File: src/rtl/ebmrs_regs.vh
// Constants for the embedded block memory reset sequencing block.
`ifndef EBMRS_REGS_VH
`define EBMRS_REGS_VH
// ========================================
// Memory configuration modes
`define EBMRS_MODE_RAM   2'h0
`define EBMRS_MODE_ROM   2'h1
`define EBMRS_MODE_FIFO  2'h2
`define EBMRS_MODE_SHIFT 2'h3
// ========================================
// Reset values
`define EBMRS_DATA_RST   1'h0
`define EBMRS_PTR_RST    1'h0
`endif

File: src/rtl/ebmrs_block_memory.v
// Embedded block memory with asynchronous and global set/reset handling.
`timescale 1ns/1ps
// ========================================
// Contract
// RULE1 - Fabric holds every clock enable low at least one cycle before asserting any reset.
// RULE2 - Fabric keeps clock enables low until one cycle after reset rises, then re-enables; the fabric model re-enables one cycle after gsr_out falls.
// RULE3 - With enables left high, reset changes only after both clocks were steady one fastest period.
// RULE4 - Reset release meets the synchronous reset setup before the next active clock edge.
// RULE5 - With preloaded contents, global set/reset is disabled or released before outputs go active.
// RULE6 - The same sequencing holds for RAM, ROM, FIFO and shift register modes.
// RULE7 - In FIFO mode global set/reset is always enabled and the write and read strobes act as enables.
// RULE8 - In FIFO mode the read-pointer reset is sequenced to the read strobe, full reset to both strobes.
// RULE9 - Full FIFO reset and read-pointer reset act asynchronously on assertion.
// RULE10 - In shift register mode global set/reset is always enabled and the local reset is asynchronous.
// RULE11 - A synchronous reset with global set/reset disabled needs no sequencing.
// RULE12 - While an asynchronous reset is asserted, outputs and pointers stay in their reset state.
`include "ebmrs_regs.vh"

module ebmrs_block_memory #(
   parameter DATA_W = 8,
   parameter ADDR_W = 4
) (
   input  wire              clk_in,
   input  wire              reset_n_in,
   input  wire [1:0]        mode_in,
   input  wire              global_set_reset_en_in,
   input  wire              global_set_reset_in,
   input  wire              sync_reset_en_in,
   input  wire              local_reset_in,
   input  wire              read_pointer_reset_in,
   input  wire              write_enable_in,
   input  wire              read_enable_in,
   input  wire [ADDR_W-1:0] write_addr_in,
   input  wire [ADDR_W-1:0] read_addr_in,
   input  wire [DATA_W-1:0] write_data_in,
   output reg  [DATA_W-1:0] read_data_out,
   output reg               fifo_empty_out,
   output reg               fifo_full_out
);

   localparam DEPTH = 1 << ADDR_W;

   // ========================================
   // Reset derivation
   wire fifo_mode;
   wire shift_mode;
   wire gsr_active;
   wire async_local;
   wire full_rst_n;
   wire rp_rst_n;
   wire sync_rst;

   assign fifo_mode  = (mode_in == `EBMRS_MODE_FIFO);
   assign shift_mode = (mode_in == `EBMRS_MODE_SHIFT);
   // FIFO and shift modes ignore the disable and always honour global set/reset.
   assign gsr_active = global_set_reset_in & (global_set_reset_en_in | fifo_mode | shift_mode); // RULE7 RULE10
   // Local reset is asynchronous unless the synchronous form is chosen outside FIFO and shift modes.
   assign async_local = local_reset_in & (fifo_mode | shift_mode | ~sync_reset_en_in); // RULE10 RULE6
   assign sync_rst    = local_reset_in & sync_reset_en_in & ~fifo_mode & ~shift_mode; // RULE11
   assign full_rst_n  = reset_n_in & ~gsr_active & ~async_local; // RULE9 RULE12
   assign rp_rst_n    = full_rst_n & ~(fifo_mode & read_pointer_reset_in); // RULE9 RULE8

   // ========================================
   // Storage
   // Contents are not cleared by any reset, so preloaded data survives.
   reg  [DATA_W-1:0] mem_r [0:DEPTH-1];
   reg  [ADDR_W:0]   wptr_r;
   reg  [ADDR_W:0]   rptr_r;
   wire [ADDR_W:0]   level;
   wire              do_write;
   wire              do_read;
   integer           i;

   assign level    = wptr_r - rptr_r;
   assign do_write = write_enable_in & ~(fifo_mode & (level == DEPTH[ADDR_W:0])) & (mode_in != `EBMRS_MODE_ROM);
   assign do_read  = read_enable_in & ~(fifo_mode & (level == {(ADDR_W+1){1'b0}}));

   always @(posedge clk_in) begin
      if (shift_mode & write_enable_in) begin
         mem_r[0] <= write_data_in;
         for (i = 1; i < DEPTH; i = i + 1) begin
            mem_r[i] <= mem_r[i-1];
         end
      end else if (do_write & fifo_mode) begin
         mem_r[wptr_r[ADDR_W-1:0]] <= write_data_in;
      end else if (do_write) begin
         mem_r[write_addr_in] <= write_data_in;
      end
   end

   // ========================================
   // Pointers
   always @(posedge clk_in or negedge full_rst_n) begin
      if (!full_rst_n) begin
         wptr_r <= {(ADDR_W+1){`EBMRS_PTR_RST}}; // RULE12
      end else if (fifo_mode & do_write) begin
         wptr_r <= wptr_r + {{ADDR_W{1'b0}}, 1'b1};
      end
   end

   always @(posedge clk_in or negedge rp_rst_n) begin
      if (!rp_rst_n) begin
         rptr_r <= {(ADDR_W+1){`EBMRS_PTR_RST}}; // RULE12
      end else if (fifo_mode & do_read) begin
         rptr_r <= rptr_r + {{ADDR_W{1'b0}}, 1'b1};
      end
   end

   // ========================================
   // Output register and flags
   always @(posedge clk_in or negedge rp_rst_n) begin
      if (!rp_rst_n) begin
         read_data_out <= {DATA_W{`EBMRS_DATA_RST}}; // RULE12
      end else if (sync_rst) begin
         read_data_out <= {DATA_W{`EBMRS_DATA_RST}}; // RULE11
      end else if (shift_mode & write_enable_in) begin
         read_data_out <= mem_r[DEPTH-1];
      end else if (fifo_mode & do_read) begin
         read_data_out <= mem_r[rptr_r[ADDR_W-1:0]];
      end else if (~fifo_mode & ~shift_mode & read_enable_in) begin
         read_data_out <= mem_r[read_addr_in];
      end
   end

   // Flags lag pointers by one cycle, a trade for registered outputs.
   always @(posedge clk_in or negedge rp_rst_n) begin
      if (!rp_rst_n) begin
         fifo_empty_out <= 1'b1;
         fifo_full_out  <= 1'b0;
      end else begin
         fifo_empty_out <= fifo_mode & (level == {(ADDR_W+1){1'b0}});
         fifo_full_out  <= fifo_mode & (level == DEPTH[ADDR_W:0]);
      end
   end

endmodule // ebmrs_block_memory

File: config.mk
export PLATFORM = sky130hd
export DESIGN_NAME = ebmrs_block_memory
export DESIGN_NICKNAME = d
export VERILOG_FILES = /design/src/rtl/ebmrs_block_memory.v
export VERILOG_INCLUDE_DIRS = /design/src /design/src/rtl
export SDC_FILE = /design/constraint.sdc
export NUM_CORES = 1
export LEC_CHECK = 0
export ABC_AREA = 1
export BUFFER_PORTS_ARGS = -buffer_cell sky130_fd_sc_hd__buf_2
export CAP_MARGIN = 5
export CELL_PAD_IN_SITES_DETAIL_PLACEMENT = 1
export CELL_PAD_IN_SITES_GLOBAL_PLACEMENT = 1
export CORE_UTILIZATION = 50
export DETAILED_ROUTE_END_ITERATION = 10
export PLACE_DENSITY = 0.85
export REMOVE_ABC_BUFFERS = 1
export SYNTH_ARGS = -nofsm -noshare
export SYNTH_HDL_FRONTEND = slang
export SYNTH_SLANG_ARGS = --single-unit
File: constraint.sdc
create_clock -name clk_in -period 6.85 [get_ports clk_in]
set_clock_uncertainty 0.1 [all_clocks]
set_input_delay 0.3425 -clock clk_in [delete_from_list [all_inputs] [get_ports clk_in]]
set_output_delay 0.3425 -clock clk_in [all_outputs]
set_load 0.02 [all_outputs]
### Yosys cells after proc, flatten, opt, wreduce, memory -nomap -nowiden

Memories as Yosys holds them, arrays and structs flattened.
Cells that the tools add are included.

| word-level totals | value |
|---|---|
| input port bits | 27 |
| memories | 1 |
| word-level logic and storage cells | 67 |
| flip-flop bits (word level) | 20 |
| memory bits (writable) | 128 |
| output and inout bits | 10 |

| cells by class | value |
|---|---|
| bitwise logic cells | 31 |
| $add $sub $neg | 3 |
| reduce and logical (&&, ||, !) cells | 4 |
| muxes and demuxes | 19 |
| eq/ne operators | 4 |

Memory list:

| memory | depth | width | rd ports | clocked after memory_dff | write ports | RTL line | source |
|---|---|---|---|---|---|---|---|
| mem_r | 16 | 8 | 18 | 0 | 16 | ebmrs_block_memory.v:66 | `reg [DATA_W-1:0] mem_r [0:DEPTH-1];` |

Operator list:

| kind | count |
|---|---|
| two-way mux 8 bit | 6 |
| bitwise AND 1 bit | 19 |
| OR reduction 8 bit | 2 |
| two-way mux 1 bit | 11 |
| adder 5 x 1 -> 5 bit (second input constant) | 2 |
| two-way mux 4 bit | 2 |
| inverter 1 bit | 8 |
| == test 5 bit (second input constant) | 1 |
| zero test 5 bit | 1 |
| subtractor 5 bit | 1 |
| == test 2 bit (second input constant) | 2 |
| bitwise OR 1 bit | 4 |
| nonzero test 4 bit | 1 |
| inequality test 2 x 1 -> 1 bit (second input constant) | 1 |

### Depth between registers and ports, before layout

| logic depth | value |
|---|---|
| word-level depth | 13 |
| gate-level depth with buffers | 18 |
| depth with buffers taken out | 16 |

### Worst setup path before layout

OpenSTA, ideal clock, no wires.

| timing | value |
|---|---|
| kind | register to register |
| from | register rptr_r[1] |
| to | memory mem_r[11][0], enable pin |
| data arrival time | 2543 ps |
| clock period less this slack | 2972 ps |
| stages on the path, launching flop included | 17 |
| path slack | 3878 ps |
| setup time | 329 ps |
| path buffers | 5 |
| required time | 6421 ps |
| cells stage by stage | dfrtp_1 buf_2 inv_1 buf_2 buf_2 ha_1 nand2_1 nand2_1 nand2_1 nand2_1 nand2_1 nand2_2 a21boi_2 buf_6 nand3_4 buf_6 nand2_1 |

RTL lines:

| item | RTL line | source |
|---|---|---|
| from (decl) | ebmrs_block_memory.v:68 | `reg [ADDR_W:0] rptr_r;` |
| from (signal assigned) | ebmrs_block_memory.v:103 | `` rptr_r <= {(ADDR_W+1){`EBMRS_PTR_RST}}; `` |
| from (signal assigned) | ebmrs_block_memory.v:105 | `rptr_r <= rptr_r + {{ADDR_W{1'b0}}, 1'b1};` |
| to (decl) | ebmrs_block_memory.v:66 |  |

==> impl_summary.txt <==
----------------------------------------------------
[Setup path]
  CP startpoint kind ... register
  Worst Path Class, Setup ... reg2reg
  Largest fanout of any net on the critical path ... 20
  Worst-case register-to-register setup slack ... a little under 3 ns
  CP Data Arrival Time ... slightly below 4 ns
  Critical path data required time ... just under 7 ns
  Crit. End Element ... register

[Clock network]
  Clock insertion delay at the later pin of the skew report ... 0.44 ns
  Maximum level of the CTS H-tree ... 4
  Sink count of the clock tree ... 148
  PostCTS Resize Cnt ... 0
  Total clock buffers created by CTS ... 17
  Root Buffer ... clkbuf_16
  Clock-pin slew on the worst setup and hold paths ... 0.07 ns
  Clock tree from TritonCTS ... yes
  Bufs on Longest Clock Path ... 2

[STA]
  Total of endpoints with negative setup slack in the final report ... 0
  Number of hold-slack violations in the final timing report ... 0
  Final worst path period need ... 3.90 ns
  Transition time at the pin with the least slew margin ... 1.05 ns
  Number of max-slew violations in the final report ... 0
  Portion of the clock cycle consumed by the worst path in the final layout ... 0.570
  Least setup slack across all paths after layout ... 2.95 ns
  Max_slew headroom ... 0.298
  Fmax ... 0.256 GHz
  Setup TNS after final layout ... 0 ns
  RSZ-0062 raised after global routing ... no

[Global route]
  Number of antenna violations at the first check in global routing ... 0
  GRT Util Overall ... 0.351
  Vias in the first global route ... a little under 9k
  Global-route wire length before repair ... 50800 µm
  Pin count of the biggest net entering global routing ... 93
  GRT Residual Overflow ... 0

[Synthesis]
  Synthesized area per cell ... roughly 7.8 µm²
  Cells after synthesis ... 1220
  Number of synthesized register bits ... 148
  Sequential area share after synthesis ... 0.457
  Summed instance area of the synthesized netlist ... about 9500 µm²
  Warning count from the yosys run ... 0
  Number of library cell types mapped by synthesis ... 31

[Run status]
  Outcome ... finished clean

[Routing]
  Number of iterations in the first detailed-routing pass ... 5
  Count of vias placed by the detailed router ... 8746
  DRC Markers ... 0
  Post-detailed-route wirelength per cell ... 22.6 µm
  Number of DRC markers after the initial detailed-route iteration ... 881
  Routed met1 length ... 13600 µm
  Detail Route met3 WL ... 2240 µm
  Met2 layer wire length in the routed design ... 15900 µm
  Detailed-route vias per instance ... around 6.0
  Highest metal layer with signal wires ... met4
  DRT Wirelength ... 33100 µm
  Antenna-violating nets left ... 0

[Finish]
  Synth-to-layout area growth ... 8.46%
  Number of cells in the finished layout apart from fillers ... 1463
  Nets ... around 1.2k
  Fraction of final layout cells sized beyond drive strength 1 ... 0.111
  Antenna Cells ... 0

[Place]
  HPWL after DPL ... 22400 µm
  Routability congestion estimate ... 0.945
  Post-Place Cells ... 1421
  Dpl ws ... 2.93 ns
  PortBufs ... 36

[Power]
  Pwr Total ... 3.54 mW
  Power per Cell Area ... 344 nW/µm²
  Peak supply drop ... 187 µV
  Standby leakage power ... 4.63 nW

[Worst hold path]
  Hold Crit Class ... in2async

[Die]
  Die span in x ... between 100 and 150 µm
  Initial Util ... 0.510
  Total Die Area ... 19600 µm²
  Site row count ... 50
  Core Box Area ... between 15000 and 20000 µm²
  Num ports ... 37
  Die height ... 140 µm

[Job]
  Max-cap violation count ... 0

----------------------------------------------------
[metrics by stage]
stage          hold slack (ns)  area [µm²]   util
2_1_floorplan            0.143        9050      -
3_3_place_gp             0.264        9610  0.515
3_5_place_dp             0.278        9610  0.515
4_1_cts                0.00598       10300  0.553
5_1_grt                 0.0688       10300  0.553
6_report                0.0381       10300  0.553
[critical path, stage by stage, from the launching register on]
cell and delay (ns):
dfrtp_1 0.81, inv_1 0.14, ha_1 0.32, nand2_1 0.09, nand2_1 0.05, nand2_1 0.12
nand2_1 0.10, nand2_1 0.09, nand2_2 0.08, a21boi_4 0.58, buf_4 0.42, nand3_4 0.28
nand2_1 0.38
[routing by layer]
metal	track usage	up-vias
li1	-	4090
met4	0.168	0
met2	0.579	371
met1	0.444	4198
met5	0	-
met3	0.0687	87
[what timing repair did]
item / in CTS / in global routing
hold buffers: 10 / 0
endpoints found under the hold margin: 26 / 0
setup buffers: 0 / 0
[placed cells by master, fill, tap and decap left out, types with 6 or more instances in the layout]
master / instances
o21ai_2: 34
o21ai_0: 48
a21oi_1: 52
buf_2: 36
ha_1: 6
o21ai_1: 90
nand3_4: 15
xor2_1: 6
dfrtp_1: 18
inv_1: 67
buf_4: 9
dlygate4sd3_1: 10
nand3_1: 145
o211ai_1: 9
nand2_1: 461
edfxtp_1: 128
clkbuf_16: 17
nor2_1: 42
[power breakdown]
part           switching (mW)  internal [mW]
Combinational           0.899          0.383
Clock                   0.412          0.578
Sequential              0.157           1.11
[logic make-up (layout without fill, tap and decap cells)]
family,after synthesis,count (layout),synth area share
simple gates,668,668,0.308
compound gates,237,237,0.142
buf+inv,152,161,0.0772
flops,148,148,0.457
xor+xnor,9,9,0.00829
fa+ha+maj,6,6,0.00789
[synthesized netlist by cell type, drive strengths merged]
master | count | area share
clkinv | 2 | 0.00079
a21oi | 52 | 0.027
nand2 | 462 | 0.18
nor2 | 43 | 0.018
clkbuf | 39 | 0.015
a21boi | 3 | 0.0028
edfxtp | 128 | 0.40
dfstp | 1 | 0.0028
o31ai | 1 | 0.00079
nand3 | 161 | 0.10
dfrtp | 19 | 0.050
nand3b | 1 | 0.0021
and3 | 1 | 0.00066
o211ai | 9 | 0.0071
ha | 6 | 0.0079
xor2 | 6 | 0.0055
buf | 39 | 0.033
xnor2 | 3 | 0.0028
o21ai | 172 | 0.10
inv | 72 | 0.028
[state kept, by name, summed over array words and instances, names as in the netlist]
signal,cells
mem_r,128
read_data_out,8
rptr_r,5
wptr_r,5
fifo_empty_out,1
fifo_full_out,1
[layout make-up]
cell class	instances	area, µm²
repair buffers	55	348
flip-flops and latches	148	4350
well taps	234	293
fillers	2303	8330
inverters	74	278
clock inverters	14	178
clock buffers	18	429
multi-input cells	920	4440
[path summary, 6_finish.rpt]
kind                                          to  cells past startpoint              from
worst max-delay path                 mem_r[2][2]                     12         rptr_r[1]
worst min-delay path               fifo_full_out                      4        mode_in[0]
worst max register to register       mem_r[2][2]                     12         rptr_r[1]
worst min register to register  read_data_out[1]                      2  read_data_out[1]
max in group asynchronous              wptr_r[4]                      4        reset_n_in
min in group clk_in                  mem_r[0][7]                      1  write_data_in[7]
(Power assumes the default switching activity.)
